**src/logic/fndc_pkg.sv**
```systemverilog
package fndc_pkg;
  // ----------------------------------------------------------------
  // fractional accumulator
  // ----------------------------------------------------------------
  localparam int FRAC_W = 10;
  localparam logic [10:0] FRAC_MOD = 11'h3E8;
  // ----------------------------------------------------------------
  // divider chain
  // ----------------------------------------------------------------
  localparam logic [1:0] PRE_DIV_NORM = 2'h2;
  localparam logic [1:0] PRE_DIV_SWAL = 2'h3;
  localparam logic [2:0] CHIP_DIV = 3'h5;
  localparam logic [1:0] SL_DIV = 2'h3;
  localparam logic [4:0] REF_HALF = 5'h0A;
  localparam logic [8:0] SEL5_WEIGHT = 9'h032;
  localparam logic [8:0] DECADE = 9'h00A;
  localparam logic [8:0] CHAIN_RST = 9'h0C8;
  localparam int CHAIN_W = 9;
  // ----------------------------------------------------------------
  // timing, 250 MHz clock
  // ----------------------------------------------------------------
  localparam int CLK_MHZ = 250;
  localparam int INTEG_NS = 200;
  localparam int SW_NS = 40;
  localparam int API_UNIT_NS = 8;
  localparam int ADC_PERIOD_US = 200;
  localparam int INTEG_CYC = (INTEG_NS * CLK_MHZ + 999) / 1000;
  localparam int SW_CYC = (SW_NS * CLK_MHZ + 999) / 1000;
  localparam int API_UNIT_CYC = (API_UNIT_NS * CLK_MHZ + 999) / 1000;
  localparam int ADC_PERIOD_CYC = ADC_PERIOD_US * CLK_MHZ;
  localparam int N_API = 3;
  localparam int N_UNLOCK = 4;
  // ----------------------------------------------------------------
  // lo command line positions
  // ----------------------------------------------------------------
  localparam int CMD_TRIG_SRC = 0;
  localparam int CMD_TRIG_ARM = 1;
  localparam int CMD_FRAC_EN = 2;
  localparam int CMD_STEP = 3;
  localparam int CMD_ADC_EN = 4;
  // ----------------------------------------------------------------
  // types
  // ----------------------------------------------------------------
  typedef struct packed {
    logic [2:0] sel5;
    logic [3:0] tens;
    logic [3:0] units;
  } fndc_ratio_t;
  typedef struct packed {
    logic [3:0] tenths;
    logic [3:0] hundredths;
    logic [3:0] thousandths;
  } fndc_api_word_t;
  typedef enum logic [1:0] {
    SEQ_IDLE = 2'b00,
    SEQ_INTEG = 2'b01,
    SEQ_SAMP1 = 2'b10,
    SEQ_SAMP2 = 2'b11
  } fndc_seq_t;
endpackage

```
**src/logic/fndc_phase_acc.sv**
```systemverilog
module fndc_phase_acc import fndc_pkg::*; (
  // clock and reset
  input wire logic mclk_in,
  input wire logic rst_in,
  // step and increment
  input wire logic step_in,
  input wire logic [FRAC_W-1:0] inc_in,
  // state
  output logic [FRAC_W-1:0] acc_out,
  output logic remove_out
);
  // ----------------------------------------------------------------
  // accumulate
  // ----------------------------------------------------------------
  logic [10:0] sum;
  assign sum = {1'b0, acc_out} + {1'b0, inc_in};

  // RQ1 add per cycle
  always_ff @(posedge mclk_in) begin
    if (rst_in) begin
      acc_out <= '0;
    end else if (step_in) begin
      // RQ2 keep remainder
      acc_out <= (sum >= FRAC_MOD) ? FRAC_W'(sum - FRAC_MOD) : FRAC_W'(sum);
    end
  end

  // RQ2 overflow removes pulse
  always_ff @(posedge mclk_in) begin
    if (rst_in) begin
      remove_out <= 1'b0;
    end else if (step_in) begin
      remove_out <= (sum >= FRAC_MOD);
    end
  end
endmodule

```
**src/logic/fndc_prescaler.sv**
```systemverilog
module fndc_prescaler import fndc_pkg::*; (
  // clock and reset
  input wire logic mclk_in,
  input wire logic rst_in,
  // oscillator and program
  input wire logic osc_pulse_in,
  input wire fndc_ratio_t ratio_in,
  input wire logic swallow_in,
  // outputs
  output logic stage1_out,
  output logic cycle_start_out,
  output logic chip_clk_out
);
  logic [1:0] pre_cnt_ff;
  logic swal_ff;
  logic [CHAIN_W-1:0] chain_ff;
  logic [2:0] cc_cnt_ff;
  logic [1:0] pre_div;
  logic pre_wrap;
  logic chain_end;

  // RQ6 RQ7 stage weights
  function automatic logic [CHAIN_W-1:0] chain_load(input fndc_ratio_t r);
    chain_load = CHAIN_W'(r.sel5 * SEL5_WEIGHT + r.tens * DECADE + r.units);
  endfunction

  // ----------------------------------------------------------------
  // first stage
  // ----------------------------------------------------------------
  // RQ5 two or three
  assign pre_div = swal_ff ? PRE_DIV_SWAL : PRE_DIV_NORM;
  assign pre_wrap = osc_pulse_in && (pre_cnt_ff == pre_div - 2'h1);
  assign chain_end = pre_wrap && (chain_ff <= CHAIN_W'(1));

  always_ff @(posedge mclk_in) begin
    if (rst_in) begin
      pre_cnt_ff <= '0;
    end else if (pre_wrap) begin
      pre_cnt_ff <= '0;
    end else if (osc_pulse_in) begin
      pre_cnt_ff <= pre_cnt_ff + 2'h1;
    end
  end

  // RQ3 one extra input cycle
  always_ff @(posedge mclk_in) begin
    if (rst_in) begin
      swal_ff <= 1'b0;
    end else if (chain_end) begin
      swal_ff <= swallow_in;
    end else if (pre_wrap) begin
      swal_ff <= 1'b0;
    end
  end

  // ----------------------------------------------------------------
  // programmable chain
  // ----------------------------------------------------------------
  // RQ8 RQ21 reload at cycle start
  always_ff @(posedge mclk_in) begin
    if (rst_in) begin
      chain_ff <= CHAIN_RST;
    end else if (chain_end) begin
      chain_ff <= chain_load(ratio_in);
    end else if (pre_wrap) begin
      chain_ff <= chain_ff - CHAIN_W'(1);
    end
  end

  // RQ9 terminal pulse
  always_ff @(posedge mclk_in) begin
    if (rst_in) begin
      cycle_start_out <= 1'b0;
      stage1_out <= 1'b0;
    end else begin
      cycle_start_out <= chain_end;
      stage1_out <= pre_wrap;
    end
  end

  // RQ10 chip clock divide by five
  always_ff @(posedge mclk_in) begin
    if (rst_in) begin
      cc_cnt_ff <= '0;
      chip_clk_out <= 1'b0;
    end else begin
      chip_clk_out <= pre_wrap && (cc_cnt_ff == CHIP_DIV - 3'h1);
      if (pre_wrap) begin
        cc_cnt_ff <= (cc_cnt_ff == CHIP_DIV - 3'h1) ? 3'h0 : cc_cnt_ff + 3'h1;
      end
    end
  end

  // ----------------------------------------------------------------
  // checks
  // ----------------------------------------------------------------
  logic [2:0] osc_gap_ff;
  always_ff @(posedge mclk_in) begin
    if (rst_in || stage1_out) begin
      osc_gap_ff <= {2'b00, osc_pulse_in};
    end else if (osc_pulse_in && osc_gap_ff != 3'h7) begin
      osc_gap_ff <= osc_gap_ff + 3'h1;
    end
  end
  stage_ratio_a: assert property (@(posedge mclk_in) disable iff (rst_in) // RQ5
    stage1_out |-> (osc_gap_ff == 3'h2 || osc_gap_ff == 3'h3))
    else $error("first stage ratio not two or three");
  chip_clk_a: assert property (@(posedge mclk_in) disable iff (rst_in) // RQ10
    chip_clk_out |-> stage1_out)
    else $error("chip clock off first stage edge");
endmodule

```
**src/logic/fndc_top.sv**
```systemverilog
// Notes on behaviour
// RQ1 - each reference cycle the increment is added to the phase accumulator
// RQ2 - accumulator overflow asks for pulse removal; only the remainder is kept
// RQ3 - a removal cycle counts one more input cycle before the output pulse
// RQ4 - average ratio equals output frequency over reference, by mixing integers
// RQ5 - first stage divides by two, or three while swallowing
// RQ6 - second stage divides by a chosen integer one to five
// RQ7 - two further stages are programmable decades
// RQ8 - the chain covers ratios 250 through 600
// RQ9 - terminal divider pulse is the cycle start
// RQ10 - chip clock is first-stage output divided by five
// RQ11 - divided pulse is retimed before the phase detector
// RQ12 - a strobe loads the interpolator duration word into its latch
// RQ13 - interpolator on-times programmed; weights fall by ten each step
// RQ14 - two sample switches close in order
// RQ15 - single loop feeds divider from oscillator over four, else loop oscillator
// RQ16 - reference oscillator divided by twenty for the sum loop
// RQ17 - five command lines steer trigger, fractional, step loop and converter
// RQ18 - trigger is external or mains line, selectable
// RQ19 - each unlock flag shown, and all ORed into one status
// RQ20 - a 200 us pacing clock starts conversions
// RQ21 - new ratio and removal take effect on the next reference cycle
module fndc_top import fndc_pkg::*; #(
  parameter int unsigned PACE_CYC = ADC_PERIOD_CYC
) (
  // clock and reset
  input wire logic mclk_in,
  input wire logic rst_in,
  // oscillator edges and single loop select
  input wire logic vto_pulse_in,
  input wire logic sl_osc_pulse_in,
  input wire logic ref_osc_pulse_in,
  input wire logic single_loop_select_in,
  // program
  input wire logic [FRAC_W-1:0] frac_inc_in,
  input wire fndc_ratio_t ratio_in,
  // lo control
  input wire logic [4:0] lo_command_lines_in,
  input wire logic lo_cmd_strobe_in,
  input wire logic ext_trig_in,
  input wire logic line_trig_in,
  input wire logic [N_UNLOCK-1:0] unlock_in,
  // divider outputs
  output logic cycle_start_out,
  output logic control_logic_clock_out,
  output logic pd_pulse_out,
  output logic sum_ref_out,
  output logic pulse_remove_out,
  // interpolator and sample hold
  output logic api_latch_out,
  output fndc_api_word_t api_word_out,
  output logic [N_API-1:0] phase_interpolator_current_out,
  output logic [1:0] sample_sw_out,
  // lo control outputs
  output logic trigger_out,
  output logic step_strobe_out,
  output logic [N_UNLOCK-1:0] unlock_led_out,
  output logic lo_unlocked_out,
  output logic adc_pace_out
);
  logic [1:0] sl_cnt_ff;
  logic sl_div_ff;
  logic osc_sel;
  logic stage1;
  logic [FRAC_W-1:0] acc;
  logic [FRAC_W-1:0] inc_eff;
  logic pd_pend_ff;
  logic [4:0] ref_cnt_ff;
  logic trig_src_ff;
  logic trig_arm_ff;
  logic frac_en_ff;
  logic adc_en_ff;
  logic [15:0] pace_cnt_ff;
  fndc_seq_t seq_ff;
  logic [7:0] seq_cnt_ff;

  // ----------------------------------------------------------------
  // divider input select
  // ----------------------------------------------------------------
  // RQ15 single loop divides by four
  always_ff @(posedge mclk_in) begin
    if (rst_in) begin
      sl_cnt_ff <= '0;
      sl_div_ff <= 1'b0;
    end else begin
      sl_div_ff <= sl_osc_pulse_in && (sl_cnt_ff == SL_DIV);
      if (sl_osc_pulse_in) begin
        sl_cnt_ff <= sl_cnt_ff + 2'h1;
      end
    end
  end
  // RQ15 mode select
  assign osc_sel = single_loop_select_in ? sl_div_ff : vto_pulse_in;

  // ----------------------------------------------------------------
  // fractional core
  // ----------------------------------------------------------------
  // RQ4 increment gated by command
  assign inc_eff = frac_en_ff ? frac_inc_in : '0;

  fndc_phase_acc u_acc (
    .mclk_in(mclk_in),
    .rst_in(rst_in),
    .step_in(cycle_start_out),
    .inc_in(inc_eff),
    .acc_out(acc),
    .remove_out(pulse_remove_out)
  );

  fndc_prescaler u_pre (
    .mclk_in(mclk_in),
    .rst_in(rst_in),
    .osc_pulse_in(osc_sel),
    .ratio_in(ratio_in),
    .swallow_in(pulse_remove_out),
    .stage1_out(stage1),
    .cycle_start_out(cycle_start_out),
    .chip_clk_out(control_logic_clock_out)
  );

  // ----------------------------------------------------------------
  // phase detector retiming
  // ----------------------------------------------------------------
  // RQ11 release on next oscillator edge
  always_ff @(posedge mclk_in) begin
    if (rst_in) begin
      pd_pend_ff <= 1'b0;
      pd_pulse_out <= 1'b0;
    end else begin
      pd_pulse_out <= pd_pend_ff && osc_sel;
      if (cycle_start_out) begin
        pd_pend_ff <= 1'b1;
      end else if (osc_sel) begin
        pd_pend_ff <= 1'b0;
      end
    end
  end

  // RQ16 reference divide by twenty
  always_ff @(posedge mclk_in) begin
    if (rst_in) begin
      ref_cnt_ff <= '0;
      sum_ref_out <= 1'b0;
    end else if (ref_osc_pulse_in) begin
      if (ref_cnt_ff == REF_HALF - 5'h01) begin
        ref_cnt_ff <= '0;
        sum_ref_out <= !sum_ref_out;
      end else begin
        ref_cnt_ff <= ref_cnt_ff + 5'h01;
      end
    end
  end

  // ----------------------------------------------------------------
  // interpolator
  // ----------------------------------------------------------------
  // RQ12 latch strobe and word
  always_ff @(posedge mclk_in) begin
    if (rst_in) begin
      api_latch_out <= 1'b0;
      api_word_out <= '0;
    end else begin
      api_latch_out <= cycle_start_out;
      if (cycle_start_out) begin
        api_word_out.tenths <= 4'(acc / 10'h064);
        api_word_out.hundredths <= 4'((acc / 10'h00A) % 10'h00A);
        api_word_out.thousandths <= 4'(acc % 10'h00A);
      end
    end
  end

  logic [3:0] api_digit [N_API];
  assign api_digit[0] = api_word_out.tenths;
  assign api_digit[1] = api_word_out.hundredths;
  assign api_digit[2] = api_word_out.thousandths;

  // RQ13 on-time per current
  for (genvar i = 0; i < N_API; i++) begin : g_api
    logic [7:0] on_cnt_ff;
    always_ff @(posedge mclk_in) begin
      if (rst_in) begin
        on_cnt_ff <= '0;
      end else if (api_latch_out) begin
        on_cnt_ff <= 8'(api_digit[i] * API_UNIT_CYC);
      end else if (on_cnt_ff != 8'h00) begin
        on_cnt_ff <= on_cnt_ff - 8'h01;
      end
    end
    assign phase_interpolator_current_out[i] = (on_cnt_ff != 8'h00);
  end

  // ----------------------------------------------------------------
  // sample hold sequence
  // ----------------------------------------------------------------
  // RQ14 integrate then two samples
  always_ff @(posedge mclk_in) begin
    if (rst_in) begin
      seq_ff <= SEQ_IDLE;
      seq_cnt_ff <= '0;
    end else begin
      case (seq_ff)
        SEQ_IDLE: begin
          if (pd_pulse_out) begin
            seq_ff <= SEQ_INTEG;
            seq_cnt_ff <= 8'(INTEG_CYC - 1);
          end
        end
        SEQ_INTEG: begin
          if (seq_cnt_ff == 8'h00) begin
            seq_ff <= SEQ_SAMP1;
            seq_cnt_ff <= 8'(SW_CYC - 1);
          end else begin
            seq_cnt_ff <= seq_cnt_ff - 8'h01;
          end
        end
        SEQ_SAMP1: begin
          if (seq_cnt_ff == 8'h00) begin
            seq_ff <= SEQ_SAMP2;
            seq_cnt_ff <= 8'(SW_CYC - 1);
          end else begin
            seq_cnt_ff <= seq_cnt_ff - 8'h01;
          end
        end
        SEQ_SAMP2: begin
          if (seq_cnt_ff == 8'h00) begin
            seq_ff <= SEQ_IDLE;
          end else begin
            seq_cnt_ff <= seq_cnt_ff - 8'h01;
          end
        end
        default: seq_ff <= SEQ_IDLE;
      endcase
    end
  end
  assign sample_sw_out = {seq_ff == SEQ_SAMP2, seq_ff == SEQ_SAMP1};

  // ----------------------------------------------------------------
  // lo control
  // ----------------------------------------------------------------
  // RQ17 steer command lines
  always_ff @(posedge mclk_in) begin
    if (rst_in) begin
      trig_src_ff <= 1'b0;
      trig_arm_ff <= 1'b0;
      frac_en_ff <= 1'b1;
      adc_en_ff <= 1'b0;
      step_strobe_out <= 1'b0;
    end else begin
      step_strobe_out <= lo_cmd_strobe_in && lo_command_lines_in[CMD_STEP];
      if (lo_cmd_strobe_in) begin
        trig_src_ff <= lo_command_lines_in[CMD_TRIG_SRC];
        trig_arm_ff <= lo_command_lines_in[CMD_TRIG_ARM];
        frac_en_ff <= lo_command_lines_in[CMD_FRAC_EN];
        adc_en_ff <= lo_command_lines_in[CMD_ADC_EN];
      end
    end
  end

  // RQ18 trigger source select, RQ19 unlock flags
  always_ff @(posedge mclk_in) begin
    if (rst_in) begin
      trigger_out <= 1'b0;
      unlock_led_out <= '0;
      lo_unlocked_out <= 1'b0;
    end else begin
      trigger_out <= trig_arm_ff && (trig_src_ff ? line_trig_in : ext_trig_in);
      unlock_led_out <= unlock_in;
      lo_unlocked_out <= |unlock_in;
    end
  end

  // RQ20 pacing clock
  always_ff @(posedge mclk_in) begin
    if (rst_in) begin
      pace_cnt_ff <= '0;
      adc_pace_out <= 1'b0;
    end else begin
      adc_pace_out <= adc_en_ff && (pace_cnt_ff == 16'(PACE_CYC - 1));
      pace_cnt_ff <= (pace_cnt_ff == 16'(PACE_CYC - 1)) ? 16'h0000 : pace_cnt_ff + 16'h0001;
    end
  end

  // ----------------------------------------------------------------
  // checks
  // ----------------------------------------------------------------
  logic [10:0] chk_sum;
  assign chk_sum = {1'b0, acc} + {1'b0, inc_eff};
  acc_overflow_a: assert property (@(posedge mclk_in) disable iff (rst_in) // RQ2
    cycle_start_out |=> pulse_remove_out == ($past(chk_sum) >= FRAC_MOD))
    else $error("removal does not match overflow");
  acc_remainder_a: assert property (@(posedge mclk_in) disable iff (rst_in) // RQ1
    cycle_start_out |=> 11'(acc) == ($past(chk_sum) % FRAC_MOD))
    else $error("accumulator lost increment");
  pd_retime_a: assert property (@(posedge mclk_in) disable iff (rst_in) // RQ11
    pd_pulse_out |-> $past(osc_sel) && $past(pd_pend_ff) && !$past(cycle_start_out))
    else $error("phase detector pulse not retimed");
  latch_strobe_a: assert property (@(posedge mclk_in) disable iff (rst_in) // RQ12
    cycle_start_out |=> api_latch_out ##1 !api_latch_out)
    else $error("latch strobe missing");
  api_ontime_a: assert property (@(posedge mclk_in) disable iff (rst_in) // RQ13
    api_latch_out |=> phase_interpolator_current_out[0] == (api_word_out.tenths != 4'h0))
    else $error("interpolator on-time wrong");
  sample_order_a: assert property (@(posedge mclk_in) disable iff (rst_in) // RQ14
    $fell(sample_sw_out[0]) |-> sample_sw_out[1] && !sample_sw_out[0])
    else $error("sample switches out of order");
  unlock_or_a: assert property (@(posedge mclk_in) disable iff (rst_in) // RQ19
    ##1 lo_unlocked_out == |$past(unlock_in))
    else $error("unlock status not ORed");
  trig_select_a: assert property (@(posedge mclk_in) disable iff (rst_in) // RQ18
    trig_arm_ff && !trig_src_ff && ext_trig_in |=> trigger_out)
    else $error("external trigger not passed");
  pace_gap_a: assert property (@(posedge mclk_in) disable iff (rst_in) // RQ20
    adc_pace_out |-> pace_cnt_ff == 16'h0000)
    else $error("pacing clock off period");
  removal_cycle_c: cover property (@(posedge mclk_in) disable iff (rst_in)
    cycle_start_out ##1 pulse_remove_out);
  second_sample_c: cover property (@(posedge mclk_in) disable iff (rst_in)
    $rose(sample_sw_out[1]));
  pace_fire_c: cover property (@(posedge mclk_in) disable iff (rst_in) adc_pace_out);
  unlocked_c: cover property (@(posedge mclk_in) disable iff (rst_in) lo_unlocked_out);
endmodule

```
**config.mk**
```make
export PLATFORM = sky130hd
export DESIGN_NAME = fndc_top
export DESIGN_NICKNAME = d
export VERILOG_FILES = /design/src/logic/fndc_pkg.sv /design/src/logic/fndc_phase_acc.sv /design/src/logic/fndc_prescaler.sv /design/src/logic/fndc_top.sv
export SDC_FILE = /design/constraint.sdc
export NUM_CORES = 1
export LEC_CHECK = 0
export BUFFER_PORTS_ARGS = -buffer_cell sky130_fd_sc_hd__buf_2
export CORE_MARGIN = 2
export CORE_UTILIZATION = 55
export DETAILED_ROUTE_END_ITERATION = 6
export PLACE_DENSITY = 0.74
export SLEW_MARGIN = 0
export SYNTH_ARGS = -nofsm -noshare
export SYNTH_HDL_FRONTEND = slang
export SYNTH_SLANG_ARGS = --single-unit
```
**constraint.sdc**
```tcl
create_clock -name mclk_in -period 7.24 [get_ports mclk_in]
set_input_delay 0 -clock mclk_in [delete_from_list [all_inputs] [get_ports mclk_in]]
set_output_delay 0 -clock mclk_in [all_outputs]
set_load 0.02 [all_outputs]
```
==> impl_summary.md <==
CTS
Counting along the longest clock path gives a buffer depth of 2. In this run the number of H-tree levels came out at 4. The clock tree from TritonCTS is yes. Counting the buffers created by CTS gives 17. Once the clock tree was built, the setup fixing pass inserted 0 buffers. The clock root buffer is sky130_fd_sc_hd__clkbuf_16. The post-CTS clock slew at the launch and capture registers of the worst setup and hold paths is 60 ps.

The clock reaches the later pin of the worst-skew pair after 410 ps. The clock drives between 100 and 150 sinks.

Route
The count of vias placed by the detailed router is between 7,000 and 8,000. The post-detailed-route wirelength per cell is 14.9 um. The number of iterations in the first detailed-routing pass is 7.

The detail-routed via count per cell is 5.80. The count of unresolved DRC violations after routing is 0. In this run the remaining antenna-violating nets after routing total 0.

The wire length after detailed routing is 19,400 um. The violation count after the first detailed-route iteration is about 550.

Power and ir drop
The maximum VDD drop is 0.202 mV. Dividing total power by cell area gives a power density of 248 mW/mm2. For this design the static power due to leakage is 3.91 nW.

Floorplan
The floorplan step set the die height to 125 um. The standard-cell row count is 44. The width of the die is approximately 120 um. The core region is 0.0144 mm2. The die covers 0.0155 mm2. The initial standard-cell utilization of the core is 55.8%. The top-level port count is 70.

Worst setup path
The critical path arrival is 6320 ps. The critical path endpoint category is a flop. The signal on the critical path passes through buf_4, inv_2, ha_1, nand2b_1, a2bb2oi_2, a21oi_1, a22oi_1, o21ai_2, a2111oi_4, a31oi_1, nor2_1, a21oi_1, a21oi_1, inv_1, ha_1, inv_1, nor4b_1, o21ai_0, o21ai_1, a2111o_1, o22ai_1, ha_1, or3_1, a311oi_2. The required time at the worst-slack endpoint is 7560 ps.

The largest stage delay on the critical path is 760 ps. Of all nets on the critical path, the largest fanout is 18. The class of the most critical setup path is flop to flop. STA classifies the critical path startpoint as a flop. The cell with the largest stage delay on the worst path is sky130_fd_sc_hd__a21oi_1.

Finish
Cells with a size suffix above 1 make up about 13% of the layout. The layout overhead on the synthesized area is 17.3%. After the last flow step, the layout net total stands at 1,211. The repair_antennas step left the layout with diodes totalling 0.

The share of the core filled with cells is around 65%.

GRT
The global routing usage summed across all routing layers is 25.3%. The wire length of the first global-routing pass is 33,400 um. After global routing the overflow that remains totals 0. The number of antenna violations at the first check in global routing was 0. The via count of the first global-routing pass was roughly 7,000. The largest net degree at the start of global routing is between 60 and 70.

Synthesis
The distinct cell type count after synthesis is 92. The synthesized design contains between 100 and 150 register bits. Yosys mapped a number of flops with a built-in enable equal to 0.

For this run, the number of Yosys warnings is 0. The synthesized cell area is 0.00801 mm2. After synthesis, flip-flops and latches occupy between 20 and 30% of the total area. The mean post-synth cell area is roughly 7.8 um2.

By area the synthesized netlist is led by sky130_fd_sc_hd__dfxtp_1 28%, sky130_fd_sc_hd__ha_1 9.1%, sky130_fd_sc_hd__nor2_1 7.4%, sky130_fd_sc_hd__a21oi_1 5.1%, sky130_fd_sc_hd__xnor2_1 3.8%. The share of the synthesized area in the top cell type is 28.5%. Counting flops with an async set or reset pin after synthesis yields a share of 0%.

Synthesis produced a netlist with a net count of 1,126. The number of instances in the synthesized netlist is 1,023. The cell type with the largest total area after synthesis is sky130_fd_sc_hd__dfxtp_1. Among all flip-flop cells after synthesis, the most frequent one is sky130_fd_sc_hd__dfxtp_1.

Status
The run finished with clean final reports.

STA
The post-route fraction of the period consumed by the critical path is between 80% and 90%. Setup repair after global routing left no endpoint under its margin. The setup clock skew after layout is 10.8 ps.

The max-slew violation count is 0. The final hold violation count is 0. The worst path needs approximately 6000 ps of the cycle, external delays included. The setup-violating endpoint count in the final report is 0. For the final routed database, the setup TNS stands at 0 ps. The maximum clock frequency is approximately 170 MHz.

For the pin with the worst max-slew slack, the measured transition is 1110 ps. In this run the tightest slew margin relative to its limit is 25.8%.

Run
Max-cap violations in this run came to 0.

Placement
The routability congestion estimate from global placement is 0.938. The total half-perimeter wirelength after legalization and detailed placement is 13,300 um. The number of I/O port buffers is 69.

Min path
The path class of the tightest hold or removal check is primary input to flop.
==> metal layers <==
layer	part of all wire, %	vias to the layer above	track usage (%)
met1	45	3497	32.7
met3	4.7	28	3.78
li1	-	3809	-
met5	0	-	0
met2	49	228	43.4
met4	1.5	0	8.00
==> cell usage in the layout (no fill, tap or decap), types with 13 or more instances in the layout <==
cell type and count:
sky130_fd_sc_hd__xor2_1 20, sky130_fd_sc_hd__a31oi_1 14, sky130_fd_sc_hd__buf_2 69, sky130_fd_sc_hd__a211oi_1 21, sky130_fd_sc_hd__xnor2_1 35, sky130_fd_sc_hd__nand2_1 71
sky130_fd_sc_hd__nor2_1 158, sky130_fd_sc_hd__nand2b_1 15, sky130_fd_sc_hd__nor3_1 26, sky130_fd_sc_hd__a21o_1 13, sky130_fd_sc_hd__dfxtp_1 114, sky130_fd_sc_hd__a21oi_1 82
sky130_fd_sc_hd__mux2i_1 20, sky130_fd_sc_hd__or3_1 16, sky130_fd_sc_hd__nor2b_1 16, sky130_fd_sc_hd__nand3_1 26, sky130_fd_sc_hd__o21ai_0 52, sky130_fd_sc_hd__clkbuf_16 17
sky130_fd_sc_hd__inv_1 54, sky130_fd_sc_hd__dlygate4sd3_1 30, sky130_fd_sc_hd__ha_1 58
==> final timing paths <==
| path | start | to | slack, ps | cells past startpoint |
|---|---|---|---|---|
| max reg2reg | u_acc.acc_out[6] | api_word_out[7] | 1240 | 24 |
| min | frac_inc_in[0] | u_acc.acc_out[0] | 120 | 5 |
| max | u_acc.acc_out[6] | api_word_out[7] | 1240 | 24 |
| min reg2reg | pace_cnt_ff[0] | pace_cnt_ff[0] | 460 | 1 |
==> layout make-up <==
| type | count | area, um2 |
|---|---|---|
| clock inverters | 9 | 151 |
| multi-input cells | 812 | 5340 |
| well taps | 184 | 230 |
| repair buffers | 106 | 698 |
| clock buffers | 22 | 484 |
| fillers | 1198 | 4970 |
| flip-flops and latches | 114 | 2280 |
| inverters | 57 | 214 |
==> cell families (layout without fill, tap and decap cells) <==
family	count (synthesis)	in the layout	synth area share, %
adder cells (fa/ha/maj)	64	64	10.6
AO/OA/AOI/OAI	260	260	21.8
XOR/XNOR	55	55	6.01
multiplexers	22	22	2.78
AND/OR/NAND/NOR	411	411	25.5
buffers and inverters	97	194	4.89
flip-flops	114	114	28.5
==> flip-flops by register name, summed over array words and instances (netlist names), 4 cells and up <==
| name | flops |
|---|---|
| pace_cnt_ff | 16 |
| ref_cnt_ff | 5 |
| g_api.on_cnt_ff | 24 |
| api_word_out | 12 |
| u_acc.acc_out | 10 |
| unlock_led_out | 4 |
| u_pre.chain_ff | 9 |
| seq_cnt_ff | 8 |
==> critical path: cells and delay by family (launching register included) <==
kind | cells | cell delay [ps]
AO/OA/AOI/OAI | 13 | 3190
adder cells (fa/ha/maj) | 3 | 710
buffers and inverters | 4 | 540
flip-flops | 1 | 300
AND/OR/NAND/NOR | 4 | 1170
==> synth_stat cells, drive strengths merged, types with 4 or more instances <==
master,instances
nor2,159
dfxtp,114
a21oi,83
nand2,71
ha,58
o21ai,56
inv,55
xnor2,35
nor3,28
nand3,27
clkbuf,26
a211oi,21
mux2i,20
xor2,20
nand2b,16
nor2b,16
or3,16
a31oi,15
buf,14
a21o,13
nand4,13
and2,12
or2,9
and3,8
o211ai,7
fa,6
nor3b,6
nor4,6
o22ai,5
o31ai,5
nor4b,4
o2111ai,4
o21a,4
o21bai,4
or4,4
==> what timing repair did <==
item                                   4_1_cts  5_1_grt
hold buffers                                30        0
endpoints found under the hold margin       22        0
resized for setup                            0        0
==> where the power goes <==
group / switching [mW] / total (mW) / internal (mW)
logic: 0.377 / 0.669 / 0.292
registers: 0.0629 / 0.766 / 0.703
clock network: 0.286 / 0.895 / 0.609
==> metrics by stage <==
step	power [mW]	worst slack [ps]	instances	cell area [um2]	hold WS, ps
after floorplan	1.28	1840	1023	8010	114
after global placement	1.40	1570	1243	8460	216
after detailed placement	1.42	1360	1243	8460	227
after CTS	2.34	1320	1304	9400	110
after global routing	2.48	631	1304	9400	141
final	2.33	1240	1304	9400	124
No activity file was read; power rests on OpenSTA's default activity.
